==> config.mk <==
export PLATFORM = sky130hd
export DESIGN_NAME = seig_top
export DESIGN_NICKNAME = d
export VERILOG_FILES = /design/src/seig_pkg.sv /design/src/seig_top.sv
export SDC_FILE = /design/constraint.sdc
export NUM_CORES = 1
export LEC_CHECK = 0
export ABC_AREA = 1
export BUFFER_PORTS_ARGS = -buffer_cell sky130_fd_sc_hd__buf_2
export CELL_PAD_IN_SITES_DETAIL_PLACEMENT = 1
export CELL_PAD_IN_SITES_GLOBAL_PLACEMENT = 1
export CORE_MARGIN = 10
export CORE_UTILIZATION = 33
export DETAILED_ROUTE_END_ITERATION = 12
export PLACE_DENSITY = 0.89
export SYNTH_ARGS = -nofsm -noshare
export SYNTH_HDL_FRONTEND = slang
export SYNTH_SLANG_ARGS = --single-unit
==> constraint.sdc <==
create_clock -name mclk -period 1.9 [get_ports mclk]
set_input_delay 0.38 -clock mclk [delete_from_list [all_inputs] [get_ports mclk]]
set_output_delay 0.38 -clock mclk [all_outputs]
set_load 0.01 [all_outputs]
==> src/seig_pkg.sv <==
// Purpose: constants for the system event interrupt group
// Assumes: apb with 32-bit data, byte addresses = 4 * register index
// Notes: each of five events keeps one bit position, the same in status, mask and level registers
`default_nettype none
package seig_pkg;
  localparam int unsigned NUM_EVENTS = 5;
  localparam logic [7:0] STATUS_INDEX = 8'h28;
  localparam logic [7:0] MASK_INDEX = 8'h29;
  localparam logic [7:0] LEVEL_INDEX = 8'h2a;
  localparam logic [9:0] STATUS_ADDR = {STATUS_INDEX, 2'b00};
  localparam logic [9:0] MASK_ADDR = {MASK_INDEX, 2'b00};
  localparam logic [9:0] LEVEL_ADDR = {LEVEL_INDEX, 2'b00};
  localparam int unsigned WAKE_BIT = 0;
  localparam int unsigned SLEEP_BIT = 1;
  localparam int unsigned BUTTON_BIT = 2;
  localparam int unsigned UNDERVOLT_BIT = 3;
  localparam int unsigned OVERVOLT_BIT = 4;
  localparam logic [4:0] STATUS_RESET = 5'h00;
  localparam logic [4:0] MASK_RESET = 5'h1f;
endpackage
`default_nettype wire

==> src/seig_top.sv <==
// Purpose: system event interrupt group with apb register access
// Assumes: event inputs are asynchronous levels; mclk 20 MHz
// Notes: a read or a one-write clears status; set wins over clear
//
// Functional notes
// - wake transition done sets status bit 0
// - sleep transition done sets status bit 1
// - button event sets status bit 2
// - undervolt threshold crossing sets status bit 3
// - overvolt threshold crossing sets status bit 4
// - flags reset 0, sticky, read or w1c clears
// - masks reset 1, masked flags keep pin high
// - unmasked set flag pulls interrupt pin low
// - masks read/write, asynchronously forced to masked
// - level bit 0 shows wake in progress
// - level bit 1 shows sleep in progress
// - level bit 2 shows live button pin
// - level bit 3 high below undervolt threshold
// - level bit 4 high above overvolt threshold
`default_nettype none
module seig_top
(
  input wire logic mclk,
  input wire logic reset_n,
  input wire logic mask_force_n,
  input wire logic wake_in_progress,
  input wire logic sleep_in_progress,
  input wire logic power_button_pin,
  input wire logic undervolt_level,
  input wire logic overvolt_level,
  input wire logic psel,
  input wire logic penable,
  input wire logic pwrite,
  input wire logic [11:0] paddr,
  input wire logic [31:0] pwdata,
  input wire logic [3:0] pstrb,
  output logic [31:0] prdata,
  output logic pready,
  output logic pslverr,
  output logic irq_out_n
);
  localparam int unsigned N = seig_pkg::NUM_EVENTS;

  logic [N-1:0] sync_meta;
  logic [N-1:0] sync_level;
  logic [N-1:0] level_prev;
  logic [N-1:0] status;
  logic [N-1:0] mask;
  logic [N-1:0] raw_in;
  logic [N-1:0] rise;
  logic [N-1:0] fall;
  logic [N-1:0] event_hit;
  logic [N-1:0] clear_hit;
  logic [N-1:0] next_status;
  logic [N-1:0] pending;
  logic access;
  logic aligned;
  logic sel_status;
  logic sel_mask;
  logic sel_level;
  logic mapped;
  logic [N-1:0] read_value;
  logic [31:0] next_prdata;
  logic next_irq_n;
  logic mask_reset_n;

  // target is already a byte address, so the whole bus address is compared
  function automatic logic addr_is(input logic [11:0] a, input logic [9:0] target);
    addr_is = (a == {2'b00, target});
  endfunction

  // event bits assembled in register bit order
  assign raw_in[seig_pkg::WAKE_BIT] = wake_in_progress;
  assign raw_in[seig_pkg::SLEEP_BIT] = sleep_in_progress;
  assign raw_in[seig_pkg::BUTTON_BIT] = power_button_pin;
  assign raw_in[seig_pkg::UNDERVOLT_BIT] = undervolt_level;
  assign raw_in[seig_pkg::OVERVOLT_BIT] = overvolt_level;

  // two flops before any logic sees the pins; first flop feeds only the second
  always_ff @(posedge mclk or negedge reset_n)
  begin
    if (!reset_n)
    begin
      sync_meta <= '0;
      sync_level <= '0;
      level_prev <= '0;
    end
    else
    begin
      sync_meta <= raw_in;
      sync_level <= sync_meta;
      level_prev <= sync_level;
    end
  end

  assign rise = sync_level & ~level_prev;
  assign fall = ~sync_level & level_prev;

  // transitions complete when the in-progress level falls
  assign event_hit[seig_pkg::WAKE_BIT] = fall[seig_pkg::WAKE_BIT];
  assign event_hit[seig_pkg::SLEEP_BIT] = fall[seig_pkg::SLEEP_BIT];
  // button press or release both count as an event
  assign event_hit[seig_pkg::BUTTON_BIT] = rise[seig_pkg::BUTTON_BIT]
    | fall[seig_pkg::BUTTON_BIT];
  // threshold crossing in either direction
  assign event_hit[seig_pkg::UNDERVOLT_BIT] = rise[seig_pkg::UNDERVOLT_BIT]
    | fall[seig_pkg::UNDERVOLT_BIT];
  assign event_hit[seig_pkg::OVERVOLT_BIT] = rise[seig_pkg::OVERVOLT_BIT]
    | fall[seig_pkg::OVERVOLT_BIT];

  // apb decode; zero wait states
  assign access = psel && penable;
  assign sel_status = addr_is(paddr, seig_pkg::STATUS_ADDR);
  assign sel_mask = addr_is(paddr, seig_pkg::MASK_ADDR);
  assign sel_level = addr_is(paddr, seig_pkg::LEVEL_ADDR);
  assign aligned = paddr[1:0] == 2'b00;
  assign mapped = aligned && (sel_status || sel_mask || sel_level);

  // read clears every bit status holds in access, including any set after setup; write clears bits written as one
  assign clear_hit = (access && sel_status && !pwrite) ? status
    : (access && sel_status && pwrite && pstrb[0]) ? pwdata[N-1:0]
    : '0;
  // set wins over a clear in the same cycle
  assign next_status = (status & ~clear_hit) | event_hit;

  assign read_value = sel_status ? status
    : sel_mask ? mask
    : sel_level ? sync_level
    : '0;
  assign next_prdata = (psel && !penable && !pwrite && mapped)
    ? {{(32 - N){1'b0}}, read_value} : prdata;

  assign pending = status & ~mask;
  assign next_irq_n = ~|pending;

  always_ff @(posedge mclk or negedge reset_n)
  begin
    if (!reset_n)
      status <= seig_pkg::STATUS_RESET;
    else
      status <= next_status;
  end

  // masks also jump to masked on the asynchronous force
  assign mask_reset_n = reset_n & mask_force_n;

  always_ff @(posedge mclk or negedge mask_reset_n)
  begin
    if (!mask_reset_n)
      mask <= seig_pkg::MASK_RESET;
    else if (access && pwrite && sel_mask && pstrb[0])
      mask <= pwdata[N-1:0];
  end

  // read data latched in setup so the clear in access cannot alter it
  always_ff @(posedge mclk or negedge reset_n)
  begin
    if (!reset_n)
    begin
      prdata <= '0;
      pslverr <= 1'b0;
      irq_out_n <= 1'b1;
      pready <= 1'b1;
    end
    else
    begin
      prdata <= next_prdata;
      pslverr <= psel && !penable && !mapped;
      irq_out_n <= next_irq_n;
      // zero wait states, but kept in a flop so every output is registered
      pready <= 1'b1;
    end
  end

  // assertions
  a_flag_sticky: assert property (@(posedge mclk) disable iff (!reset_n)
    (status[0] && !clear_hit[0]) |=> status[0])
    else $error("status flag dropped without clear");
  a_read_clears: assert property (@(posedge mclk) disable iff (!reset_n)
    (access && !pwrite && sel_status && event_hit == '0) |=> status == '0)
    else $error("status not cleared by read");
  a_mask_blocks: assert property (@(posedge mclk) disable iff (!reset_n)
    (mask == 5'h1f) [*2] |=> irq_out_n)
    else $error("pin low while fully masked");
  a_irq_follows: assert property (@(posedge mclk) disable iff (!reset_n)
    (|(status & ~mask)) |=> !irq_out_n)
    else $error("pin not low for pending event");
  a_irq_release: assert property (@(posedge mclk) disable iff (!reset_n)
    !(|(status & ~mask)) |=> irq_out_n)
    else $error("pin held low with nothing pending");
  a_wake_done: assert property (@(posedge mclk) disable iff (!reset_n)
    (level_prev[0] && !sync_level[0]) |=> status[0])
    else $error("wake completion not flagged");
  a_sleep_done: assert property (@(posedge mclk) disable iff (!reset_n)
    $fell(sync_level[1]) |=> status[1])
    else $error("sleep completion not flagged");
  a_button_edge: assert property (@(posedge mclk) disable iff (!reset_n)
    (sync_level[2] != level_prev[2]) |=> status[2])
    else $error("button event not flagged");
  a_crossing_set: assert property (@(posedge mclk) disable iff (!reset_n)
    (sync_level[4:3] != level_prev[4:3]) |=> (status[4:3] & $past(sync_level[4:3]
      ^ level_prev[4:3])) == $past(sync_level[4:3] ^ level_prev[4:3]))
    else $error("threshold crossing not flagged");
  a_no_level_set: assert property (@(posedge mclk) disable iff (!reset_n)
    (event_hit == '0 && clear_hit == status) |=> status == '0)
    else $error("flag set by a steady level");
  a_mask_write: assert property (@(posedge mclk) disable iff (!mask_reset_n)
    (access && pwrite && sel_mask && pstrb[0]) |=> mask == $past(pwdata[4:0]))
    else $error("mask write lost");

  // per event: edge sets, nothing else sets, read and one-write clear
  a_wake_set: assert property (@(posedge mclk) disable iff (!reset_n)
    event_hit[0] |=> status[0])
    else $error("wake event did not set flag");
  a_wake_idle: assert property (@(posedge mclk) disable iff (!reset_n)
    (!status[0] && !event_hit[0]) |=> !status[0])
    else $error("wake flag set without edge");
  a_wake_level: assert property (@(posedge mclk) disable iff (!reset_n)
    (psel && !penable && !pwrite && sel_level) |=> prdata[0] == $past(sync_level[0]))
    else $error("wake level read wrong");
  a_wake_w1c: assert property (@(posedge mclk) disable iff (!reset_n)
    (access && pwrite && sel_status && pstrb[0] && pwdata[0] && !event_hit[0]) |=> !status[0])
    else $error("wake flag not cleared by write");
  a_wake_rdclr: assert property (@(posedge mclk) disable iff (!reset_n)
    (access && !pwrite && sel_status && !event_hit[0]) |=> !status[0])
    else $error("wake flag not cleared by read");
  a_wake_unmask: assert property (@(posedge mclk) disable iff (!reset_n)
    (status[0] && !mask[0]) |=> !irq_out_n)
    else $error("unmasked wake flag did not pull pin");

  a_sleep_set: assert property (@(posedge mclk) disable iff (!reset_n)
    event_hit[1] |=> status[1])
    else $error("sleep event did not set flag");
  a_sleep_hold: assert property (@(posedge mclk) disable iff (!reset_n)
    (status[1] && !clear_hit[1]) |=> status[1])
    else $error("sleep flag dropped without clear");
  a_sleep_idle: assert property (@(posedge mclk) disable iff (!reset_n)
    (!status[1] && !event_hit[1]) |=> !status[1])
    else $error("sleep flag set without edge");
  a_sleep_level: assert property (@(posedge mclk) disable iff (!reset_n)
    (psel && !penable && !pwrite && sel_level) |=> prdata[1] == $past(sync_level[1]))
    else $error("sleep level read wrong");
  a_sleep_w1c: assert property (@(posedge mclk) disable iff (!reset_n)
    (access && pwrite && sel_status && pstrb[0] && pwdata[1] && !event_hit[1]) |=> !status[1])
    else $error("sleep flag not cleared by write");
  a_sleep_rdclr: assert property (@(posedge mclk) disable iff (!reset_n)
    (access && !pwrite && sel_status && !event_hit[1]) |=> !status[1])
    else $error("sleep flag not cleared by read");
  a_sleep_unmask: assert property (@(posedge mclk) disable iff (!reset_n)
    (status[1] && !mask[1]) |=> !irq_out_n)
    else $error("unmasked sleep flag did not pull pin");

  a_button_set: assert property (@(posedge mclk) disable iff (!reset_n)
    event_hit[2] |=> status[2])
    else $error("button event did not set flag");
  a_button_hold: assert property (@(posedge mclk) disable iff (!reset_n)
    (status[2] && !clear_hit[2]) |=> status[2])
    else $error("button flag dropped without clear");
  a_button_idle: assert property (@(posedge mclk) disable iff (!reset_n)
    (!status[2] && !event_hit[2]) |=> !status[2])
    else $error("button flag set without edge");
  a_button_level: assert property (@(posedge mclk) disable iff (!reset_n)
    (psel && !penable && !pwrite && sel_level) |=> prdata[2] == $past(sync_level[2]))
    else $error("button level read wrong");
  a_button_w1c: assert property (@(posedge mclk) disable iff (!reset_n)
    (access && pwrite && sel_status && pstrb[0] && pwdata[2] && !event_hit[2]) |=> !status[2])
    else $error("button flag not cleared by write");
  a_button_rdclr: assert property (@(posedge mclk) disable iff (!reset_n)
    (access && !pwrite && sel_status && !event_hit[2]) |=> !status[2])
    else $error("button flag not cleared by read");
  a_button_unmask: assert property (@(posedge mclk) disable iff (!reset_n)
    (status[2] && !mask[2]) |=> !irq_out_n)
    else $error("unmasked button flag did not pull pin");

  a_under_set: assert property (@(posedge mclk) disable iff (!reset_n)
    event_hit[3] |=> status[3])
    else $error("undervolt crossing did not set flag");
  a_under_hold: assert property (@(posedge mclk) disable iff (!reset_n)
    (status[3] && !clear_hit[3]) |=> status[3])
    else $error("undervolt flag dropped without clear");
  a_under_idle: assert property (@(posedge mclk) disable iff (!reset_n)
    (!status[3] && !event_hit[3]) |=> !status[3])
    else $error("undervolt flag set without edge");
  a_under_level: assert property (@(posedge mclk) disable iff (!reset_n)
    (psel && !penable && !pwrite && sel_level) |=> prdata[3] == $past(sync_level[3]))
    else $error("undervolt level read wrong");
  a_under_w1c: assert property (@(posedge mclk) disable iff (!reset_n)
    (access && pwrite && sel_status && pstrb[0] && pwdata[3] && !event_hit[3]) |=> !status[3])
    else $error("undervolt flag not cleared by write");
  a_under_rdclr: assert property (@(posedge mclk) disable iff (!reset_n)
    (access && !pwrite && sel_status && !event_hit[3]) |=> !status[3])
    else $error("undervolt flag not cleared by read");
  a_under_unmask: assert property (@(posedge mclk) disable iff (!reset_n)
    (status[3] && !mask[3]) |=> !irq_out_n)
    else $error("unmasked undervolt flag did not pull pin");

  a_over_set: assert property (@(posedge mclk) disable iff (!reset_n)
    event_hit[4] |=> status[4])
    else $error("overvolt crossing did not set flag");
  a_over_hold: assert property (@(posedge mclk) disable iff (!reset_n)
    (status[4] && !clear_hit[4]) |=> status[4])
    else $error("overvolt flag dropped without clear");
  a_over_idle: assert property (@(posedge mclk) disable iff (!reset_n)
    (!status[4] && !event_hit[4]) |=> !status[4])
    else $error("overvolt flag set without edge");
  a_over_level: assert property (@(posedge mclk) disable iff (!reset_n)
    (psel && !penable && !pwrite && sel_level) |=> prdata[4] == $past(sync_level[4]))
    else $error("overvolt level read wrong");
  a_over_w1c: assert property (@(posedge mclk) disable iff (!reset_n)
    (access && pwrite && sel_status && pstrb[0] && pwdata[4] && !event_hit[4]) |=> !status[4])
    else $error("overvolt flag not cleared by write");
  a_over_rdclr: assert property (@(posedge mclk) disable iff (!reset_n)
    (access && !pwrite && sel_status && !event_hit[4]) |=> !status[4])
    else $error("overvolt flag not cleared by read");
  a_over_unmask: assert property (@(posedge mclk) disable iff (!reset_n)
    (status[4] && !mask[4]) |=> !irq_out_n)
    else $error("unmasked overvolt flag did not pull pin");

  // bus side and mask force
  a_mask_forced: assert property (@(posedge mclk) disable iff (!reset_n)
    !mask_force_n |-> mask == 5'h1f)
    else $error("masks not forced");
  a_mask_stable: assert property (@(posedge mclk) disable iff (!reset_n)
    (mask_force_n && !(access && pwrite && sel_mask && pstrb[0])) ##1 mask_force_n
      |-> $stable(mask))
    else $error("mask changed without write");
  a_status_read: assert property (@(posedge mclk) disable iff (!reset_n)
    (psel && !penable && !pwrite && sel_status) |=> prdata[4:0] == $past(status))
    else $error("status read data wrong");
  a_prdata_upper: assert property (@(posedge mclk) disable iff (!reset_n)
    prdata[31:5] == 27'h000_0000)
    else $error("unused read bits not zero");
  a_unmapped_err: assert property (@(posedge mclk) disable iff (!reset_n)
    (psel && !penable && !mapped) |=> pslverr)
    else $error("unmapped access without error");
  a_ready_high: assert property (@(posedge mclk) disable iff (!reset_n)
    pready)
    else $error("ready low");
endmodule
`default_nettype wire

* Word-level counts from Yosys, hierarchy flattened
Cells that the tools add are included.
Storage, ports and cells: memory bits (read-only) 0, bits in latches 0, memories kept 0, register bits after elaboration 32, output and inout port bits 35, word-level logic and storage cells 50, memory bits (writable) 0, input port bits 59
Operators by class: shifts and indexed selects 0, mux-type cells 5, equal/unequal tests 3, multipliers 0, div/mod/pow operators 0, $add $sub $neg 0, magnitude comparators 0, bitwise gates (word level) 13, reduce and logical (&&, ||, !) cells 21
Operators by type and width (number):
- equality test 12 x 8 -> 1 bit, second input constant | 3
- 2-to-1 mux 5 bit | 5
- AND 5 bit | 4
- inverter 5 bit | 4
- logical AND 1 bit | 13
- OR 5 bit | 1
- OR reduction 5 bit | 1
- zero test 1 bit | 4
- OR 1 bit | 3
- zero test 2 bit | 1
- logical OR 1 bit | 2
- AND 1 bit | 1

* Logic depth before layout (Yosys ltp)
Gate-level depths: netlist of the first run.
word-level depth 9, mapped depth 10, mapped depth without buffers 10

* Worst setup path before layout of the first run
No wires, ideal clock.
kind in2reg, start point input paddr[11], end point register status[2], library setup time 120 ps, required time 1780 ps, stages 9, path slack 648 ps, data arrival time 1132 ps, path buffers 1, cells stage by stage nor2_1 -> nand2_1 -> nor2_2 -> buf_6 -> nand2_2 -> nor2_4 -> nand2_1 -> nand3_1 -> nand2_1
On the way: word-level cells in the longest chain between the ends 9, elaborated cells between the ends (all ways) 10, classes of those cells eq/ne (1); mux (2); bitwise (3); reduce/logical (4)
RTL lines:
- from (decl) | line seig_top.sv:34 | input wire logic [11:0] paddr,
- equality test 12 x 8 -> 1 bit (*) | line seig_top.sv:69 | addr_is = (a == {2'b00, target});
- logical AND 1 bit (*) | line seig_top.sv:120, seig_top.sv:121
- logical AND 1 bit (2 in a row) | line seig_top.sv:121 | : (access && sel_status && pwrite && pstrb[0]) ? pwdata[N-1:0]
- 2-to-1 mux 5 bit | line seig_top.sv:121
- 2-to-1 mux 5 bit (*) | line seig_top.sv:120 | assign clear_hit = (access && sel_status && !pwrite) ? status
- inverter 5 bit (*) | line seig_top.sv:124 | assign next_status = (status & ~clear_hit) | event_hit;
- AND 5 bit (*) | line seig_top.sv:124
- OR 5 bit (*) | line seig_top.sv:124
- named net next_status[2] | line seig_top.sv:54 | logic [N-1:0] next_status;
- to (signal assigned) | line seig_top.sv:139 | status <= seig_pkg::STATUS_RESET;
- to (signal assigned) | line seig_top.sv:141 | status <= next_status;
- to (decl) | line seig_top.sv:47 | logic [N-1:0] status;
Mark *: on every way through the listed nets, which the timed path passes. The rest lies on a longest branch. A chain may end at the register's enable or synchronous reset.

* Final worst setup path of the first run
start point input paddr[11], end point register prdata[2]
On the way: word-level cells in the longest chain between the ends 5, elaborated cells between the ends (all ways) 10, classes of those cells eq/ne (3); mux (3); reduce/logical (4)
RTL lines:
- parallel branches: the longest is 5 deep, another holds equality test 12 x 8 -> 1 bit
- to (signal assigned) | line seig_top.sv:167 | prdata <= next_prdata;
- to (decl) | line seig_top.sv:37 | output logic [31:0] prdata,
Several ways; the timed one is not identified.

==> flow_summary.yaml, run 1 <==
route:
  vias_per_cell: 4.26
  drcViolationCount: 0
  wl_per_cell_um: 13.7
  wl_mm: 4.27
  dr.pass1.iters: 4
  ant_nets: 0
  drt-initial-drc-count: 62
  vias: 1326
cts:
  clock_latency_ps: 290
  root_buffer: "clkbuf_8"
  clock_path_buffers: 2
  hold_buffers: 0
  cts_resized: 0
  h-tree-depth: 2
  clkSlewWorstSetupHoldPaths_ps: 70
  postCtsSetupRepairBufs: 0
  numCtsBuffers: 5
  cts_sinks: 32
  cts_tree: "done"
power:
  p_int_mw: 1.03
  p_comb_share_pct: 9.3
  pwr-share-clk_pct: 39.3
  p_switching_uw: 350
  power-per-cell-area_nw_per_um2: 706
  p_leak_nw: 1.09
  p_sw_share_pct: 25.4
  pwr-share-seq_pct: 51.3
  irDropWorstVdd_mv: 0.411
placed_design:
  io_buffers: 35
  dpl.hpwl_mm: 3.46
  gp_congestion: 0.853
  place_ws_ps: 244
sta:
  fmax_mhz: 736
  fin_worst_skew_ps: 3.46
  rsz0062_at_grt: "no"
  fin_crit_ps: 1360
  hold_viol: 0
  drv_slew: 0
  finalSetupViolCount: 0
  fin_crit_sh_pct: 71.5
  tns_ps: 0
  fin_ws_ps: 541
worst_setup_path:
  crit_fanout: 15
  crit_path_max_incr_delay_ps: 300
  crit_start: "paddr[11]"
  path_class: "input pin to flip-flop"
  critPathCaptureType: "flip-flop"
  rr_startpoint: "sync_level[4]"
  r2r_slack_ps: 910
  crit_chain: "buf_2 > nor2_1 > nand2_1 > nor2_2 > buf_4 > nand4_1 > nand2_1 > inv_1 > nand2_1 > nand2_1"
  worstPathArrival_ps: 1540
  crit_required_ps: 2080
  critical_path.most_common_cell: "nand2_1"
  r2r_end: "prdata[4]"
  cp-start-kind: "input pin"
  ff2ff_path_depth: 5
  cpMaxStageDelayCell: "nor2_2"
hold_path:
  hold_path_class: "input pin to asynchronous set/reset pin"
die:
  start_util_pct: 33.7
  core_area_um2: 5070
  rows: 26
  die_h_um: 92.0
  die_area_um2: 8470
  ios: 94
  die_w_um: 92.0
finish:
  fillCellCount: 653
  multi_input_area_um2: 651
  drive_above_1_share_pct: 26.6
  regArea_um2: 808
  nets: 299
  area_delta_synth_final_pct: 13.9
  antennaDiodeCount: 0
global_routing:
  grt_usage_pct: 10.1
  grt_start_max_net_pins: 22
  grt_pass1_vias: 1408
  grt-ovfl-total: 0
  grt_pass1_wl_mm: 6.84
  antenna_found_initial: 0
logic_synthesis:
  ys_types: 24
  synth_warnings: 0
  ys_ff_latch: 32
  synthFlopType: "dfrtp_1"
  syn_area_um2: 1710
  synthCells: 200
  ys_seq_area_share_pct: 47.2
  synth_enable_flop_cells: 0
  syn_avg_cell_area_um2: 8.56
  async_flop_share_pct: 100
status:
  status: "finished, final reports clean"
flow_run:
  max_cap_viol_count: 0
==> flip-flops by register name (all words and copies together), names as in the netlist <==
signal and flops:
irq_out_n 1, prdata 5, sync_meta 5, pslverr 1
level_prev 5, sync_level 5, mask 5, status 5
==> metal layers <==
| metal | GRT usage [%] | wire length [µm] | vias to the layer above | share of wire (%) |
|---|---|---|---|---|
| li1 | - | - | 651 | - |
| met2 | 17.3 | 2160 | 48 | 50 |
| met3 | 3.75 | 246 | 9 | 5.8 |
| met4 | 3.47 | 68 | 0 | 1.6 |
| met1 | 11.3 | 1800 | 618 | 42 |
| met5 | 0 | 0 | - | 0 |
==> layout make-up <==
cell class	instances	share of cell area (%)
Sequential cell	32	41.5
Multi-Input combinational cell	133	33.4
Timing Repair Buffer	38	10.1
Inverter	30	5.78
Tap cell	70	4.49
Clock buffer	6	4.24
Clock inverter	2	0.513
==> cells by family after synthesis <==
logic type,count (synthesis),synth area share [%]
and+or+nand+nor,83,23.5
buffers and inverters,61,20.5
DFF,32,47.2
AOI/OAI and AO/OA,19,6.87
xor gates and xnor gates,3,1.54
other,2,0.439
==> worst max path at each step <==
stage	endpoint	slack, ps	cells after the start
3_5_place_dp	prdata[2]	240	10
4_1_cts	prdata[2]	540	10
3_3_place_gp	prdata[2]	300	10
6_report	prdata[2]	540	10
5_1_grt	prdata[2]	400	10
2_1_floorplan	status[2]	650	9
==> power by group through the flow <==
stage                     clock (mW)  sequential [mW]  combinational [mW]
after floorplan                    0            0.718               0.108
after global placement             0            0.718               0.122
after detailed placement           0            0.720               0.126
after CTS                      0.557            0.707               0.127
after global routing           0.593            0.708               0.145
final                          0.542            0.707               0.128
==> metrics by stage <==
stage,total power [mW],std cells,instance area [µm²],hold WS [ps],util (%)
2_1_floorplan,0.826,226,1810,84.4,-
4_1_cts,1.39,311,1950,58.0,38.4
3_5_place_dp,0.846,303,1860,336,36.6
5_1_grt,1.45,311,1950,71.2,38.4
6_report,1.38,311,1950,40.7,38.4
3_3_place_gp,0.840,303,1860,333,36.6
==> Yosys cell counts (2+ instances only) <==
master / n / area, µm²
nor2_2: 4 / 25.0
buf_4: 28 / 210
nor2_4: 3 / 33.8
conb_1: 2 / 7.51
nor3_1: 2 / 10.0
o22ai_1: 2 / 12.5
inv_1: 27 / 101
a21boi_0: 3 / 22.5
buf_6: 2 / 22.5
a21oi_1: 3 / 15.0
o211ai_1: 5 / 37.5
dfrtp_1: 26 / 651
nand2_1: 51 / 191
nand3_1: 6 / 30.0
nand4_1: 11 / 68.8
xnor2_1: 3 / 26.3
o21ai_0: 5 / 25.0
inv_2: 3 / 11.3
nor2_1: 4 / 15.0
dfstp_2: 6 / 158
==> cells in the final DEF, fill, tap and decap left out <==
master    count
clkbuf_8      6
o22ai_1       2
o21ai_1       1
nor2_1        4
o211ai_1      5
inv_1        27
nor2_2        4
a21oi_1       3
xnor2_1       3
dfrtp_1      26
buf_4         3
clkinv_2      2
nand3_1       6
a21boi_0      3
nand4_4       1
nor2_4        3
o21ai_0       5
dfstp_2       6
inv_2         3
nand4_1      11
nand2_1      51
buf_2        35
conb_1       28
nor3_1        2
nand2_2       1
==> critical path, delay by kind of cell <==
kind	cells	cell delay [ps]
and+or+nand+nor	7	750
buffers and inverters	3	400
Note: power is estimated with default switching activity, not from simulation.
==> inputs of run 2 (changes only) <==
--- a/config.mk
+++ b/config.mk
@@ -5,14 +5,14 @@
 export SDC_FILE = /design/constraint.sdc
 export NUM_CORES = 1
 export LEC_CHECK = 0
-export ABC_AREA = 1
+export ABC_AREA = 0
 export BUFFER_PORTS_ARGS = -buffer_cell sky130_fd_sc_hd__buf_2
 export CELL_PAD_IN_SITES_DETAIL_PLACEMENT = 1
 export CELL_PAD_IN_SITES_GLOBAL_PLACEMENT = 1
 export CORE_MARGIN = 10
-export CORE_UTILIZATION = 33
+export CORE_UTILIZATION = 28
 export DETAILED_ROUTE_END_ITERATION = 12
-export PLACE_DENSITY = 0.89
+export PLACE_DENSITY = 0.81
 export SYNTH_ARGS = -nofsm -noshare
 export SYNTH_HDL_FRONTEND = slang
 export SYNTH_SLANG_ARGS = --single-unit
==> constraint.sdc (replaced) <==
create_clock -name mclk -period 1.25 [get_ports mclk]
set_input_delay 0.25 -clock mclk [delete_from_list [all_inputs] [get_ports mclk]]
set_output_delay 0.25 -clock mclk [all_outputs]
set_load 0.01 [all_outputs]
==> run 2 against run 1 <==
The flow now finishes with violations (negative setup slack). Critical endpoint is now prdata[0]. Clock power grew 100%. Clock skew increased by 4.5 ps. Wire length is 6.8% lower. Non-clock buffer count is 9 higher. Largest cell class unchanged. Sequential share of layout area up 0.21 points.
==> flow_summary.yaml, run 2 <==
worst_setup_path:
  path_class: "input pin to flip-flop"
  crit_chain: "buf_8 > nor4_4 > nand4b_1 > nor3_4 > mux2_2"
  cp_num_buf_inv: 1
  crit_fanout: 5
  critPathCaptureType: "flip-flop"
  crit_required_ps: 1420
  worstPathArrival_ps: 1500
  crit_family: "simple AND/OR/NAND/NOR gates"
  cp-start-kind: "input pin"
  cpMaxStageDelayCell: "mux2_2"
  crit_path_max_incr_delay_ps: 370
route:
  wl_per_cell_um: 15.6
  vias: 1055
  drcViolationCount: 0
  vias_per_cell: 4.14
  ant_nets: 0
  wl_mm: 3.98
  drt-initial-drc-count: 39
  dr.pass1.iters: 4
die:
  die_area_um2: 8820
  start_util_pct: 29.4
  ios: 94
  die_w_um: 93.9
  core_area_um2: 5200
  rows: 26
  die_h_um: 93.9
finish:
  antennaDiodeCount: 0
  fillCellCount: 617
  nets: 243
  drive_above_1_share_pct: 40.5
  final_common_cell: "buf_2"
  area_delta_synth_final_pct: 26.7
  layout_common_cells: "33 x buf_2, 28 x conb_1, 26 x dfrtp_1"
  layoutNonFillerInstCount: 255
cts:
  root_buffer: "clkbuf_8"
  cts_tree: "done"
  numCtsBuffers: 5
  cts_sinks: 32
  clkSlewWorstSetupHoldPaths_ps: 70
  clock_latency_ps: 280
  h-tree-depth: 2
  clock_path_buffers: 2
placed_design:
  io_buffers: 35
  gp_congestion: 0.818
  placed_cells: 245
  dpl.hpwl_mm: 3.12
sta:
  fin_crit_sh_pct: 107
  drv_slew: 0
  fin_crit_ps: 1330
  fin_ws_ps: -84.9
  fmax_mhz: 749
  finalSetupViolCount: 10
  rsz0062_at_grt: "yes"
  fin_worst_skew_ps: 7.95
  hold_viol: 0
logic_synthesis:
  synthCells: 133
  synth_enable_flop_cells: 0
  synthFlopType: "dfrtp_1"
  syn_avg_cell_area_um2: 11.5
  yosysMostFrequentCell: "buf_4"
  ys_ff_latch: 32
  async_flop_share_pct: 100
  syn_area_um2: 1530
  yosysTopAreaCellShare_pct: 42.5
  ys_types: 29
  synth_warnings: 0
  synth_area_leaders: "dfrtp_1 43%, buf_4 14%, dfstp_2 10%"
  synthTopCellsByCount: "28 x buf_4, 26 x dfrtp_1, 13 x nand2_1"
  synth_top_cell_by_area: "dfrtp_1"
  ys_seq_area_share_pct: 52.8
power:
  p_leak_nw: 0.978
  irDropWorstVdd_mv: 0.619
  finalPower_mw: 2.38
  power-per-cell-area_nw_per_um2: 1230
flow_run:
  max_cap_viol_count: 0
hold_path:
  hold_path_class: "input pin to flip-flop"
global_routing:
  grt-ovfl-total: 0
  grt_usage_pct: 9.20
  antenna_found_initial: 0
  grt_pass1_vias: 1256
  grt_pass1_wl_mm: 6.44
  grt_start_max_net_pins: 20
status:
  status: "finished with violations"
  violations: "negative setup slack"
==> run 2: cell types whose count changed after synthesis, sizes merged, moves of 5 or more <==
cell / change
nand2: -39
inv: -24
nand4: -11
mux2: +10
nor2: -8
mux2i: +5
nand3: -5
o211ai: -5
==> run 2: per-stage QoR <==
| step | utilization [%] | worst slack, ps | TNS (ps) | hold WS [ps] | cell area [µm²] |
|---|---|---|---|---|---|
| 2_1_floorplan | - | -150 | -1540 | -45.6 | 1630 |
| 6_report | 37.3 | -84.9 | -591 | 73.2 | 1940 |
| 3_3_place_gp | 33.7 | -361 | -4820 | 122 | 1750 |
| 3_5_place_dp | 33.7 | -461 | -5870 | 120 | 1750 |
| 4_1_cts | 37.2 | -111 | -919 | 64.7 | 1940 |
| 5_1_grt | 37.3 | -165 | -1640 | 61.4 | 1940 |
==> run 2: cell families (layout without fill, tap and decap cells) <==
logic type	count (synthesis)	count (layout)	share of synthesized area (%)
AOI/OAI and AO/OA	17	17	7.11
xor gates and xnor gates	3	3	1.72
buffers and inverters	35	61	15.5
DFF	32	32	52.8
muxes	15	15	10.6
other	2	28	0.491
and+or+nand+nor	29	29	11.7
==> run 2: path summary, 6_finish.rpt <==
kind	start	end	slack, ps	cells after the start
max	paddr[8]	prdata[0]	-80	5
min	undervolt_level	sync_meta[3]	70	1
max reg2reg	mask[3]	prdata[3]	170	3
min reg2reg	sync_meta[2]	sync_level[2]	340	0
max in group asynchronous	reset_n	mask[0]	320	3
min in group asynchronous	mask_force_n	mask[3]	160	2
==> run 2: worst register-to-register path, stage by stage, from the launching register on <==
cell     delay, ps
dfstp_2        560
mux2i_1         70
o21ai_0        210
mux2_4         190
==> run 2: final cells by class <==
cell class	count	area [µm²]	share of cell area, %
sequential	32	808	41.7
multi-input combinational	92	607	31.3
timing repair buffer	47	288	14.8
clock buffer	7	96.3	4.97
tap	70	87.6	4.52
clock inverter	1	30.0	1.55
inverter	6	22.5	1.16
==> run 2: what timing repair did <==
action / in CTS / in global routing
setup buffers: 1 / 0
pin swaps: 5 / 6
gates resized for setup: 9 / 1
hold buffers: 1 / 0
endpoints found under the hold margin: 7 / 0
setup endpoints to repair: 15 / 15
==> run 2: metal layers <==
metal  vias to the layer above  part of all wire [%]  track usage (%)
li1                        491                     -                -
met1                       511                    45             10.7
met2                        48                    46             15.0
met3                         5                   8.8             4.24
met4                         0                  0.80             2.28
met5                         -                     0                0
==> run 2: power breakdown <==
group          leakage, nW  total (mW)  internal, mW  switching [mW]
Sequential           0.364        1.08          1.06          0.0127
Clock               0.0645        1.09         0.704           0.391
Combinational        0.550       0.214        0.0846           0.129
Total                0.978        2.38          1.85           0.533
==> inputs of run 3 (changes only) <==
--- a/config.mk
+++ b/config.mk
@@ -10,9 +10,9 @@
 export CELL_PAD_IN_SITES_DETAIL_PLACEMENT = 1
 export CELL_PAD_IN_SITES_GLOBAL_PLACEMENT = 1
 export CORE_MARGIN = 10
-export CORE_UTILIZATION = 28
+export CORE_UTILIZATION = 33
 export DETAILED_ROUTE_END_ITERATION = 12
-export PLACE_DENSITY = 0.81
+export PLACE_DENSITY = 0.89
 export SYNTH_ARGS = -nofsm -noshare
 export SYNTH_HDL_FRONTEND = slang
 export SYNTH_SLANG_ARGS = --single-unit
==> constraint.sdc (replaced) <==
create_clock -name mclk -period 1.68 [get_ports mclk]
set_input_delay 0.336 -clock mclk [delete_from_list [all_inputs] [get_ports mclk]]
set_output_delay 0.336 -clock mclk [all_outputs]
set_load 0.01 [all_outputs]
==> run 3 against run 2 <==
The flow now finishes without violations. Die area fell by 12%. Wire length fell by 6.7%. Register-to-register slack improved by 440 ps. Total power fell by 34%. Combinational power fell by 35%. Core utilization rose by 2.9 points. Count of clock-buffer cells in the layout did not move. Sequential cell count did not move. Clock power fell by 43%. Final cell count fell by 11%. Clock skew fell by 2.7 ps. Worst hold slack got worse by 19 ps.
==> flow_summary.yaml, run 3 (synthesis results as in run 2) <==
route:
  drt-initial-drc-count: 32
  wl_mm: 3.71
  vias: 989
  wl_per_cell_um: 16.4
  ant_nets: 0
  dr.pass1.iters: 4
  vias_per_cell: 4.36
  drcViolationCount: 0
cts:
  numCtsBuffers: 5
  cts_tree: "done"
  cts_resized: 0
  clkSlewWorstSetupHoldPaths_ps: 60
  cts_sinks: 32
  h-tree-depth: 2
  postCtsSetupRepairBufs: 0
  root_buffer: "clkbuf_8"
  clock_path_buffers: 2
  clock_latency_ps: 280
  hold_buffers: 0
worst_setup_path:
  crit_chain: "buf_2 > nor4_4 > nand4b_1 > nor3_4 > mux2_2"
  path_class: "input pin to flip-flop"
  cp_num_buf_inv: 1
  crit_path_max_incr_delay_ps: 380
  cpMaxStageDelayCell: "mux2_2"
  crit_family: "simple AND/OR/NAND/NOR gates"
  cp-start-kind: "input pin"
  crit_fanout: 5
  worstPathArrival_ps: 1610
  crit_required_ps: 1840
  critPathCaptureType: "flip-flop"
finish:
  stdcell_area_um2: 1770
  fillCellCount: 519
  layout_common_cells: "35 x buf_2, 28 x conb_1, 26 x dfrtp_1"
  nets: 234
  drive_above_1_share_pct: 37.1
  antennaDiodeCount: 0
  final_common_cell: "buf_2"
  area_delta_synth_final_pct: 15.8
  utilization_pct: 40.1
sta:
  fin_worst_skew_ps: 5.27
  fin_crit_sh_pct: 86.2
  fmax_mhz: 691
  fin_crit_ps: 1450
  fin_hold_ws_ps: 54.7
  rsz0062_at_grt: "no"
  drv_slew: 0
  finalSetupViolCount: 0
  hold_viol: 0
global_routing:
  grt_pass1_wl_mm: 5.72
  grt_usage_pct: 9.72
  grt_start_max_net_pins: 28
  grtUsageMet2_pct: 17.5
  grt-ovfl-total: 0
  antenna_found_initial: 0
  met1_usage_pct: 8.99
  grt_pass1_vias: 1175
  top_usage_layer: "met2"
  met3_usage_pct: 4.36
power:
  pwr-share-clk_pct: 39.8
  p_comb_share_pct: 9.0
  power-per-cell-area_nw_per_um2: 884
  p_int_mw: 1.20
  p_leak_nw: 0.905
  finalPower_mw: 1.57
  p_switching_uw: 362
  p_sw_share_pct: 23.1
  irDropWorstVdd_mv: 0.260
  pwr-share-seq_pct: 51.2
placed_design:
  placed_area_um2: 1680
  gp_congestion: 0.700
  dpl.hpwl_mm: 2.91
  io_buffers: 35
flow_run:
  max_cap_viol_count: 0
die:
  core_area_um2: 4410
  die_w_um: 88.1
  start_util_pct: 34.7
  die_h_um: 88.1
  rows: 24
  ios: 94
  die_area_um2: 7760
status:
  status: "finished, final reports clean"
hold_path:
  hold_path_class: "input pin to asynchronous set/reset pin"
-- run 3: power by group through the flow --
stage	combinational [mW]	clock, mW	sequential, mW
2_1_floorplan	0.114	0	0.813
3_3_place_gp	0.132	0	0.813
3_5_place_dp	0.137	0	0.815
4_1_cts	0.139	0.645	0.802
5_1_grt	0.158	0.681	0.804
6_report	0.140	0.624	0.802
-- run 3: final timing paths --
path / slack, ps / endpoint / start / cells after the start
hold / removal: 50 / status[4] / reset_n / 2
hold reg to reg: 350 / sync_level[2] / sync_meta[2] / 0
min in group mclk: 160 / sync_meta[3] / undervolt_level / 1
setup / recovery: 230 / prdata[3] / paddr[9] / 5
max in group asynchronous: 1320 / irq_out_n / reset_n / 2
setup reg to reg: 610 / prdata[3] / status[3] / 3
-- run 3: layout make-up --
| class | instances | area (µm²) | share of cell area (%) |
|---|---|---|---|
| Sequential cell | 32 | 808 | 45.6 |
| Multi-Input combinational cell | 92 | 582 | 32.8 |
| Timing Repair Buffer | 38 | 198 | 11.2 |
| Clock buffer | 7 | 96.3 | 5.44 |
| Tap cell | 52 | 65.1 | 3.67 |
| Inverter | 6 | 22.5 | 1.27 |
-- run 3: metrics by stage --
step | setup TNS [ps] | cells | worst slack (ps)
6_report | 0 | 227 | 232
5_1_grt | 0 | 227 | 118
4_1_cts | 0 | 227 | 223
3_5_place_dp | -575 | 220 | -73.8
3_3_place_gp | -112 | 220 | -23.1
2_1_floorplan | 0 | 159 | 194
-- run 3: metal layers --
metal	up-vias	wire, µm	share of wire (%)
met5	-	0	0
met4	0	82	2.2
met3	6	292	7.9
met2	40	1890	51
met1	472	1450	39
li1	471	-	-
